==> src/rtl/gpcn_pkg.sv <==
package gpcn_pkg;
  // Register bus
  localparam int GPCN_AW = 16;
  localparam int GPCN_DW = 32;
  localparam int GPCN_HALF = 16;
  // Port registers, each with clear/set/invert aliases at +4/+8/+C
  localparam logic [15:0] OFF_PIN_DIRECTION = 16'h2EC0;
  localparam logic [15:0] OFF_PIN_LEVEL = 16'h2ED0;
  localparam logic [15:0] OFF_OUTPUT_LATCH = 16'h2EE0;
  localparam logic [15:0] OFF_OPEN_DRAIN_SELECT = 16'h2EF0;
  localparam logic [15:0] OFF_PULL_UP_ENABLE = 16'h2F00;
  localparam logic [15:0] OFF_PULL_DOWN_ENABLE = 16'h2F10;
  localparam logic [15:0] OFF_CHANGE_NOTIFY_CONTROL = 16'h2F20;
  localparam logic [15:0] OFF_CHANGE_ENABLE_ZERO = 16'h2F30;
  localparam logic [15:0] OFF_CHANGE_MISMATCH_STATUS = 16'h2F40;
  localparam logic [15:0] OFF_CHANGE_ENABLE_ONE = 16'h2F50;
  localparam logic [15:0] OFF_CHANGE_EDGE_FLAGS = 16'h2F60;
  localparam logic [15:0] OFF_SLEW_SELECT_ZERO = 16'h2F70;
  localparam logic [15:0] OFF_SLEW_SELECT_ONE = 16'h2F80;
  // Interrupt status and mask
  localparam logic [15:0] OFF_IRQ_STATUS = 16'h2F90;
  localparam logic [15:0] OFF_IRQ_MASK = 16'h2FA0;
  // Alias field of the address
  localparam int ALIAS_LSB = 2;
  typedef enum logic [1:0] {
    GPCN_OP_WRITE = 2'b00,
    GPCN_OP_CLEAR = 2'b01,
    GPCN_OP_SET = 2'b10,
    GPCN_OP_INVERT = 2'b11
  } gpcn_op_e;
  // Change notification control fields
  localparam int CTL_ON_BIT = 15;
  localparam int CTL_STYLE_BIT = 11;
  localparam int CTL_MERGE_BIT = 10;
  localparam logic [15:0] CTL_IMPL_MASK = 16'h8C00;
  // Reset values
  localparam logic [15:0] DIR_RST = 16'h030F;
  localparam logic [15:0] DIR_FIXED_ONES = 16'h0300;
  localparam logic [15:0] REG_RST = 16'h0000;
  // Implemented pins per package variant
  localparam logic [3:0] IMPL_PINS_LARGE = 4'hF;
  localparam logic [3:0] IMPL_PINS_MID = 4'h1;
  localparam logic [3:0] IMPL_PINS_SMALL = 4'h0;
  localparam int IRQ_CN_BIT = 0;
endpackage

==> src/rtl/gpcn_pin_if.sv <==
interface gpcn_pin_if #(parameter int N = 4);
  logic [N-1:0] dir;
  logic [N-1:0] lat;
  logic [N-1:0] odc;
  logic [N-1:0] pu;
  logic [N-1:0] pd;
  logic [N-1:0] sr0;
  logic [N-1:0] sr1;
  logic [N-1:0] pin;
  logic [N-1:0] rise;
  logic [N-1:0] fall;
  modport core (output dir, lat, odc, pu, pd, sr0, sr1, input pin, rise, fall);
  modport bank (input dir, lat, odc, pu, pd, sr0, sr1, output pin, rise, fall);
endinterface

==> src/rtl/gpcn_pin_bank.sv <==
module gpcn_pin_bank #(
  parameter int N = 4
) (
  // Clock and reset
  input wire logic i_ref_clk,
  input wire logic i_rst_n,
  // Core side
  gpcn_pin_if.bank pin_if,
  // Pads
  input wire logic [N-1:0] i_pad_in,
  output logic [N-1:0] o_pad_out,
  output logic [N-1:0] o_pad_oe,
  output logic [N-1:0] o_pull_up,
  output logic [N-1:0] o_pull_down,
  output logic [N-1:0] o_slew_zero,
  output logic [N-1:0] o_slew_one
);
  import gpcn_pkg::*;

  typedef struct packed {
    logic [N-1:0] meta;
    logic [N-1:0] pin;
    logic [N-1:0] prev;
    logic [N-1:0] out;
    logic [N-1:0] oe;
    logic [N-1:0] pu;
    logic [N-1:0] pd;
    logic [N-1:0] sr0;
    logic [N-1:0] sr1;
  } gpcn_bank_s;

  gpcn_bank_s st_r;
  gpcn_bank_s st_nxt;

  always_comb
  begin
    st_nxt = st_r;
    // First stage feeds only the second
    st_nxt.meta = i_pad_in;
    st_nxt.pin = st_r.meta;
    st_nxt.prev = st_r.pin;
    st_nxt.out = pin_if.lat;
    // Open drain only pulls low; a latch one releases the pad
    st_nxt.oe = ~pin_if.dir & ~(pin_if.odc & pin_if.lat);
    st_nxt.pu = pin_if.pu;
    st_nxt.pd = pin_if.pd;
    st_nxt.sr0 = pin_if.sr0;
    st_nxt.sr1 = pin_if.sr1;
  end

  always_ff @(posedge i_ref_clk or negedge i_rst_n)
  begin
    if (!i_rst_n)
      st_r <= '0;
    else
      st_r <= st_nxt;
  end

  assign pin_if.pin = st_r.pin;
  assign pin_if.rise = st_r.pin & ~st_r.prev;
  assign pin_if.fall = ~st_r.pin & st_r.prev;
  assign o_pad_out = st_r.out;
  assign o_pad_oe = st_r.oe;
  assign o_pull_up = st_r.pu;
  assign o_pull_down = st_r.pd;
  assign o_slew_zero = st_r.sr0;
  assign o_slew_one = st_r.sr1;
endmodule

==> src/rtl/gpcn_port.sv <==
// How it works
// Each port register also answers at +4, +8 and +C, where a write clears, sets or inverts only the one bits.
// Control bit 15 turns change detection on; with it clear no change events arise.
// With the style bit 11 set, enabled pin edges set per-pin edge flags.
// With the style bit clear, pins are compared with the levels caught at the last level read.
// With the merge bit 10 set, the upper half-word of each port register reaches the next higher port.
// Reset loads 030F into the direction register and zero into every other register.
// A pin-count parameter removes pins 3..1 in the mid variant and all pins in the small variant.
// Unimplemented bits, including control bits 14..12 and 9..0, read as zero and ignore writes.
// One change event goes to the interrupt logic when detection is on and an enabled pin flags.
// Output pins drive the latch, level reads return synchronised pins and level writes update the latch.
//
// Local design decision: the plain strobed port.
module gpcn_port #(
  parameter logic [3:0] IMPL_MASK = gpcn_pkg::IMPL_PINS_LARGE
) (
  // Clock and reset
  input wire logic i_ref_clk,
  input wire logic i_arst_n,
  // Register port
  input wire logic [gpcn_pkg::GPCN_AW-1:0] i_addr,
  input wire logic [gpcn_pkg::GPCN_DW-1:0] i_wdata,
  input wire logic i_wr,
  input wire logic i_rd,
  output logic [gpcn_pkg::GPCN_DW-1:0] o_rdata,
  // Next higher port, used while merged
  output logic o_nb_wr,
  output logic [gpcn_pkg::GPCN_AW-1:0] o_nb_addr,
  output logic [gpcn_pkg::GPCN_HALF-1:0] o_nb_wdata,
  input wire logic [gpcn_pkg::GPCN_HALF-1:0] i_nb_rdata,
  // Pads
  input wire logic [3:0] i_pad_in,
  output logic [3:0] o_pad_out,
  output logic [3:0] o_pad_oe,
  output logic [3:0] o_pull_up,
  output logic [3:0] o_pull_down,
  output logic [3:0] o_slew_zero,
  output logic [3:0] o_slew_one,
  // Interrupt
  output logic o_irq
);
  import gpcn_pkg::*;

  localparam int N = 4;
  localparam logic [N-1:0] DIR_RST_N = DIR_RST[N-1:0] & IMPL_MASK;

  typedef struct packed {
    logic [N-1:0] dir;
    logic [N-1:0] lat;
    logic [N-1:0] odc;
    logic [N-1:0] pu;
    logic [N-1:0] pd;
    logic [N-1:0] en0;
    logic [N-1:0] en1;
    logic [N-1:0] flg;
    logic [N-1:0] stat;
    logic [N-1:0] sr0;
    logic [N-1:0] sr1;
    logic [N-1:0] snap;
    logic on;
    logic style;
    logic merge;
    logic irq_st;
    logic irq_mask;
    logic [GPCN_DW-1:0] rd_data;
  } gpcn_core_s;

  logic rst_meta_r;
  logic rst_n;
  gpcn_core_s s_r;
  gpcn_core_s s_nxt;
  logic [GPCN_AW-1:0] base;
  gpcn_op_e op;
  logic port_hit;
  logic [N-1:0] wl;
  logic [N-1:0] pins;
  logic [N-1:0] flg_set;
  logic [N-1:0] stat_calc;
  logic cn_event;
  logic [15:0] ctl_word;
  logic [15:0] ctl_new;
  logic [15:0] rd_lo;

  gpcn_pin_if #(.N(N)) pin_if ();

  // Release of the reset is synchronised; assertion stays asynchronous
  always_ff @(posedge i_ref_clk or negedge i_arst_n)
  begin
    if (!i_arst_n)
    begin
      rst_meta_r <= 1'b0;
      rst_n <= 1'b0;
    end
    else
    begin
      rst_meta_r <= 1'b1;
      rst_n <= rst_meta_r;
    end
  end

  function automatic logic [15:0] alu(input logic [15:0] cur, input logic [15:0] wd, input gpcn_op_e o);
    case (o)
      GPCN_OP_WRITE: alu = wd;
      GPCN_OP_CLEAR: alu = cur & ~wd;
      GPCN_OP_SET: alu = cur | wd;
      GPCN_OP_INVERT: alu = cur ^ wd;
      default: alu = cur;
    endcase
  endfunction

  function automatic logic [N-1:0] upd(input logic [N-1:0] cur, input logic [N-1:0] wd, input gpcn_op_e o);
    logic [15:0] r;
    r = alu(16'(cur), 16'(wd), o);
    upd = r[N-1:0] & IMPL_MASK;
  endfunction

  // alias decode
  assign base = {i_addr[GPCN_AW-1:4], 4'h0};
  assign op = gpcn_op_e'(i_addr[ALIAS_LSB+1:ALIAS_LSB]);
  assign port_hit = (base >= OFF_PIN_DIRECTION) && (base <= OFF_SLEW_SELECT_ONE);
  // absent pins never store anything
  assign wl = i_wdata[N-1:0] & IMPL_MASK;
  assign pins = pin_if.pin & IMPL_MASK;

  always_comb
  begin
    ctl_word = 16'h0000;
    ctl_word[CTL_ON_BIT] = s_r.on;
    ctl_word[CTL_STYLE_BIT] = s_r.style;
    ctl_word[CTL_MERGE_BIT] = s_r.merge;
  end

  // only ON, style and merge bits take writes
  assign ctl_new = alu(ctl_word, i_wdata[15:0], op) & CTL_IMPL_MASK;

  // detection off blocks every flag and status bit
  // edge style flags on enabled rising or falling edges
  assign flg_set = (s_r.on && s_r.style) ? ((s_r.en1 & pin_if.rise) | (s_r.en0 & pin_if.fall)) & IMPL_MASK : '0;
  // mismatch against the snapshot of the last level read
  assign stat_calc = (s_r.on && !s_r.style) ? (s_r.en0 & (pins ^ s_r.snap)) : '0;
  // one event when any enabled pin newly flags
  assign cn_event = s_r.on && (s_r.style ? |(flg_set & ~s_r.flg) : |(stat_calc & ~s_r.stat));

  always_comb
  begin
    case (base)
      OFF_PIN_DIRECTION: rd_lo = DIR_FIXED_ONES | 16'(s_r.dir);
      // level reads return synchronised pins
      OFF_PIN_LEVEL: rd_lo = 16'(pins);
      OFF_OUTPUT_LATCH: rd_lo = 16'(s_r.lat);
      OFF_OPEN_DRAIN_SELECT: rd_lo = 16'(s_r.odc);
      OFF_PULL_UP_ENABLE: rd_lo = 16'(s_r.pu);
      OFF_PULL_DOWN_ENABLE: rd_lo = 16'(s_r.pd);
      OFF_CHANGE_NOTIFY_CONTROL: rd_lo = ctl_word;
      OFF_CHANGE_ENABLE_ZERO: rd_lo = 16'(s_r.en0);
      OFF_CHANGE_MISMATCH_STATUS: rd_lo = 16'(s_r.stat);
      OFF_CHANGE_ENABLE_ONE: rd_lo = 16'(s_r.en1);
      OFF_CHANGE_EDGE_FLAGS: rd_lo = 16'(s_r.flg);
      OFF_SLEW_SELECT_ZERO: rd_lo = 16'(s_r.sr0);
      OFF_SLEW_SELECT_ONE: rd_lo = 16'(s_r.sr1);
      OFF_IRQ_STATUS: rd_lo = 16'(s_r.irq_st);
      OFF_IRQ_MASK: rd_lo = 16'(s_r.irq_mask);
      default: rd_lo = REG_RST;
    endcase
  end

  always_comb
  begin
    s_nxt = s_r;
    s_nxt.rd_data = '0;
    if (i_wr)
    begin
      case (base)
        OFF_PIN_DIRECTION: s_nxt.dir = upd(s_r.dir, wl, op);
        // level writes land in the latch
        OFF_PIN_LEVEL: s_nxt.lat = upd(s_r.lat, wl, op);
        OFF_OUTPUT_LATCH: s_nxt.lat = upd(s_r.lat, wl, op);
        OFF_OPEN_DRAIN_SELECT: s_nxt.odc = upd(s_r.odc, wl, op);
        OFF_PULL_UP_ENABLE: s_nxt.pu = upd(s_r.pu, wl, op);
        OFF_PULL_DOWN_ENABLE: s_nxt.pd = upd(s_r.pd, wl, op);
        OFF_CHANGE_NOTIFY_CONTROL:
        begin
          s_nxt.on = ctl_new[CTL_ON_BIT];
          s_nxt.style = ctl_new[CTL_STYLE_BIT];
          s_nxt.merge = ctl_new[CTL_MERGE_BIT];
        end
        OFF_CHANGE_ENABLE_ZERO: s_nxt.en0 = upd(s_r.en0, wl, op);
        OFF_CHANGE_ENABLE_ONE: s_nxt.en1 = upd(s_r.en1, wl, op);
        OFF_CHANGE_EDGE_FLAGS: s_nxt.flg = upd(s_r.flg, wl, op);
        OFF_SLEW_SELECT_ZERO: s_nxt.sr0 = upd(s_r.sr0, wl, op);
        OFF_SLEW_SELECT_ONE: s_nxt.sr1 = upd(s_r.sr1, wl, op);
        OFF_IRQ_MASK:
        begin
          s_nxt.irq_mask = |(alu(16'(s_r.irq_mask), i_wdata[15:0], op) & 16'h0001);
        end
        default:
        begin
        end
      endcase
    end
    // A flag raised while software clears it survives
    s_nxt.flg = s_nxt.flg | flg_set;
    s_nxt.stat = stat_calc;
    if (i_rd)
    begin
      // upper half belongs to the next port only while merged
      s_nxt.rd_data = {(s_r.merge && port_hit) ? i_nb_rdata : REG_RST, rd_lo};
      if (base == OFF_PIN_LEVEL)
        s_nxt.snap = pins;
    end
    if (i_rd && base == OFF_IRQ_STATUS)
      s_nxt.irq_st = 1'b0;
    s_nxt.irq_st = s_nxt.irq_st | cn_event;
  end

  // direction resets to inputs, everything else to zero
  always_ff @(posedge i_ref_clk or negedge rst_n)
  begin
    if (!rst_n)
    begin
      s_r <= '0;
      s_r.dir <= DIR_RST_N;
    end
    else
      s_r <= s_nxt;
  end

  // merged upper half-word goes through to the neighbour
  assign o_nb_wr = i_wr && s_r.merge && port_hit;
  assign o_nb_addr = i_addr;
  assign o_nb_wdata = i_wdata[31:16];

  // Absent pins stay inputs so they never drive
  assign pin_if.dir = s_r.dir | ~IMPL_MASK;
  assign pin_if.lat = s_r.lat;
  assign pin_if.odc = s_r.odc;
  assign pin_if.pu = s_r.pu;
  assign pin_if.pd = s_r.pd;
  assign pin_if.sr0 = s_r.sr0;
  assign pin_if.sr1 = s_r.sr1;
  assign o_rdata = s_r.rd_data;
  assign o_irq = s_r.irq_st & s_r.irq_mask;

  gpcn_pin_bank #(.N(N)) u_bank (
    .i_ref_clk(i_ref_clk),
    .i_rst_n(rst_n),
    .pin_if(pin_if.bank),
    .i_pad_in(i_pad_in),
    .o_pad_out(o_pad_out),
    .o_pad_oe(o_pad_oe),
    .o_pull_up(o_pull_up),
    .o_pull_down(o_pull_down),
    .o_slew_zero(o_slew_zero),
    .o_slew_one(o_slew_one)
  );
endmodule

==> config.mk <==
export PLATFORM = sky130hd
export DESIGN_NAME = gpcn_port
export DESIGN_NICKNAME = d
export VERILOG_FILES = /design/src/rtl/gpcn_pkg.sv /design/src/rtl/gpcn_pin_if.sv /design/src/rtl/gpcn_pin_bank.sv /design/src/rtl/gpcn_port.sv
export SDC_FILE = /design/constraint.sdc
export NUM_CORES = 1
export LEC_CHECK = 0
export ABC_AREA = 1
export BUFFER_PORTS_ARGS = -buffer_cell sky130_fd_sc_hd__buf_2
export CORE_MARGIN = 2
export CORE_UTILIZATION = 47
export CTS_CLUSTER_DIAMETER = 50
export DETAILED_ROUTE_END_ITERATION = 12
export PLACE_DENSITY_LB_ADDON = 0.2
export SLEW_MARGIN = 20
export SYNTH_ARGS = -nofsm -noshare
export SYNTH_HDL_FRONTEND = slang
export SYNTH_SLANG_ARGS = --single-unit
==> constraint.sdc <==
create_clock -name i_ref_clk -period 8 [get_ports i_ref_clk]
set_clock_uncertainty 0.2 [all_clocks]
set_input_delay 1.2 -clock i_ref_clk [delete_from_list [all_inputs] [get_ports i_ref_clk]]
set_output_delay 1.2 -clock i_ref_clk [all_outputs]
set_load 0.02 [all_outputs]
# After elaboration in Yosys (flattened, before gate mapping)
# Cells that the tools add are included.
# Widths: inputs -> output; s select.
# op_classes
order_cmp	2
n_eq_ne	18
muxes	21
n_bitwise	58
reduce_logical	25
# op_table
op	count
$pmux 16 s15	1
$eq 12x10->1 const B	15
$pmux 4 s4	10
$and 4x4->4	19
$pmux 16 s4	1
$or 4x4->4	12
$xor 4x4->4	11
$mux 32	1
$not 4->4	7
$reduce_and 2->1	12
$and 16x16->16	1
$ge 16x14->1 const B	1
$le 16x14->1 const B	1
$mux 16	1
$mux 4	4
$not 16->16	1
$or 16x16->16	1
$xor 16x16->16	1
$logic_and 1x1->1	8
$reduce_or 4->1	2
$eq 2x2->1 const B	2
$pmux 1 s4	1
$and 1x1->1	2
$eq 2x1->1 const B	1
other kinds (6)	8
# totals
reg_bits	123

# Logic depth before layout (Yosys ltp)
# depth
depth_word	10
mapped_depth	11
ltp_nobuf	11

# Cells and area by module
# A second synthesis with hierarchy kept.
# unflattened
hier_cells	897
hier_area_um2	7547.2
# by_module_without_submodules
module	instances	cells_per_inst	area_per_inst_um2
gpcn_port	1	813	6356.1
gpcn_pin_bank	1	84	1191.1

# Least setup slack after synthesis
# OpenSTA, ideal clock, no wires.
# synth_timing
path_kind	input to output
startpoint	in i_addr[12] (netlist bit)
endpoint	out o_nb_wr
t_arrival_ns	2.145
t_required_ns	6.600
slack_ns	4.455
path_stages	9
n_path_buf	0
cell_sequence	inv_2 > nand2_1 > nor2_4 > nand2_2 > nor2_4 > inv_2 > nand2_2 > nand3_1 > nor2_1
# synth_between
elab_chain_len	3
elab_cells_between_ends	4
cone_classes	2 x order compare; 2 x reduce/logical
# synth_rtl
item	line_no	source
start, declared	gpcn_port.sv:21	input wire logic [gpcn_pkg::GPCN_AW-1:0] i_addr,
$ge 16x14->1 or $le 16x14->1 (tied branches)	gpcn_port.sv:120	assign port_hit = (base >= OFF_PIN_DIRECTION) && (base <= OFF_SLEW_SELECT_ONE);
$logic_and 1x1->1 (*)	gpcn_port.sv:120	
$logic_and 1x1->1 (*)	gpcn_port.sv:229	assign o_nb_wr = i_wr && s_r.merge && port_hit;
end, declared	gpcn_port.sv:27	output logic o_nb_wr,
# Every way passes the cells marked *; elsewhere a longest branch is shown, timed or not.

# Worst setup path after layout
# layout_timing
startpoint	in i_addr[8] (netlist bit)
endpoint	out o_nb_wr
# Same word-level chain as after synthesis.

==> impl_results.md <==
- Final net count: around 1100
- Setup ws final: around 3.7 ns
- Post-CTS Resized: 0
- Starting density of the core: between 40% and 50%
- WP data required: ~6.6 ns
- Highest Signal Layer: met4
- Worst Path Max Fanout: 12
- Post-synthesis async set-or-reset flop share: 100%
- Post-CTS setup buffers: 0
- Synth cell count leaders: nand2_1 (140), dfrtp_1 (111), nor2_1 (101)
- Drt wl/cell: approximately 15 um
- Leak: 4.28 nW
- Hold Buf Count CTS: 0
- Netlist cell types: 32
- Crit path launch: i_addr[8]
- Crit path DAT: 2.91 ns
- Post-detail-place hpwl: approximately 12 mm
- Sequential fraction of the synthesis area: a little under two fifths
- Yosys warning total: 0
- Initial DRT Pass Iterations: 5
- Via count: about 5800
- Fin crit period: 4.31 ns
- Initial antenna violation count: 0
- Kind of critical path: input port to output pin
- H-tree levels: 4
- Final Hold Viols: 0
- Hold Path Class: flip-flop to asynchronous set/reset pin
- Cell taking the most area after synthesis: dfrtp_1
- FF-to-FF Start: rst_n
- Initial drt markers: approximately 400
- Period utilization: approximately 54%
- Synth top area share: approximately 37%
- Full die area: approximately 17000 um^2
- CP endpoint kind: output pin
- Row count: between 40 and 50
- TritonCTS clock tree: done
- Main synth FF type: dfrtp_1
- Final Max Slew Viols: 0
- Setup_tns: 0 ns
- Met1 WL: 8.17 mm
- Core area: roughly 16000 um^2
- Area Growth Syn to Fin: 9.49%
- Post-synthesis cell count: 910
- Die W: approximately 130 um
- Synth area leaders: dfrtp_1 (37%), ha_1 (15%), buf_4 (8.7%)
- Top-count cell post-synth: nand2_1
- Ratio of cells with drive above 1 in the final layout: 20.2%
- Final Cell Area: between 8000 and 9000 um^2
- Root Driver: clkbuf_16
- Clock Latency Late Sink: ~0.43 ns
- Clock transition at the registers of the reported paths: roughly 0.05 ns
- Top achievable clock speed: 0.232 GHz
- IO Count: between 150 and 200
- Worst Max-Slew Pin Slew: about 1.0 ns
- Max-cap viol count: 0
- Outcome: complete, no violations
- Global-route wire length before repair: 28.5 mm
- Met2 routed WL: around 8.6 mm
- Cell Area, Synth: 7580 um^2
- PortBufs: around 110
- Post-synth EDFFs: 0
- Largest net degree at the start of global routing: 63
- GPL Wtd Cong: 0.925
- # diodes: 0
- Global-route usage over all layers: between 20% and 30%
- Post-placement worst setup slack: around 3.7 ns
- Max reg flops: 24
- Critical Path Source Type: input port
- Clk buf depth: 2
- Die span in y: approximately 130 um
- Global route total overflow: 0
- Syn avg cell area: between 8 and 9 um^2
- FF+latch count, synth: roughly 120
- DRC violations left: 0
- Antenna Nets Post-Route: 0
- Metal3 WL: 865 um
- Vias per Instance: 5.01
- Sink Count: 115
- Max IR drop VDD: approximately 140 uV
- Inserted Clock Buffers: 17
- Power Dens Cells: approximately 190 nW/um^2
- Vias in the first global route: roughly 5400
- Routed WL: around 18 mm
- Placed cell area: between 7000 and 8000 um^2
- Setup-failing EPs final: 0
- Max_slew headroom: around 32%
- RSZ-0062 raised after global routing: no
[final timing paths]
kind	slack, ns	cells after the start	to
max in group asynchronous	6.16	1	pin_if.odc[2]
hold reg to reg	0.15	0	o_rdata[3]
setup reg to reg	6.16	1	pin_if.odc[2]
setup / recovery	3.69	9	o_nb_wr
hold / removal	0.15	0	o_rdata[3]
min in group i_ref_clk	0.15	0	rst_n
[worst max-delay path, stage by stage]
cell	delay, ns
buf_2	0.11
inv_1	0.04
nand2_1	0.04
nor2_1	0.60
nand2_1	0.26
o211ai_2	0.28
nand3_1	0.09
nor2_1	0.09
buf_2	0.20
[per-stage QoR]
stage               instances  utilization (%)  hold WS [ns]  total power [mW]
floorplan                 916                -         0.131             0.717
global placement         1134             48.4         0.132             0.736
detailed placement       1134             48.4         0.135             0.738
CTS                      1166             52.4         0.148              1.55
global route             1166             52.4         0.151              1.60
finish                   1166             52.4         0.146              1.54
[layout by cell type (no fill, tap or decap), drive strengths merged, types with 33 or more instances in the layout]
cell type	netlist	final
a21oi	44	44
ha	88	88
buf	100	110
nand3	33	33
nor2	128	128
dfrtp	111	111
o21ai	71	71
nand2	146	146
a31oi	33	33
inv	104	108
[where the power goes]
| part | internal [mW] | switching [mW] |
|---|---|---|
| Sequential | 0.591 | 0.0110 |
| Combinational | 0.0370 | 0.0888 |
| Clock | 0.539 | 0.275 |
[kinds of logic after synthesis]
group	share of synthesized area [%]
AO/OA/AOI/OAI	12.0
XOR/XNOR	0.462
adder cells (fa/ha/maj)	14.5
buffers and inverters	15.4
flip-flops	38.0
other	0.0991
AND/OR/NAND/NOR	19.4
[routing by layer]
metal / global-route usage [%] / up-vias
met3: 4.89 / 25
met2: 35.6 / 158
met5: 0 / -
met4: 7.70 / 0
met1: 29.4 / 2747
li1: - / 2911
[final cells by class]
type | instances | area (um^2)
Sequential cell | 115 | 2890
Timing Repair Buffer | 110 | 553
Clock inverter | 11 | 174
Tap cell | 216 | 270
Inverter | 107 | 402
Fill cell | 1524 | 7530
Multi-Input combinational cell | 586 | 3550
Clock buffer | 21 | 460
(Power assumes the default switching activity.)
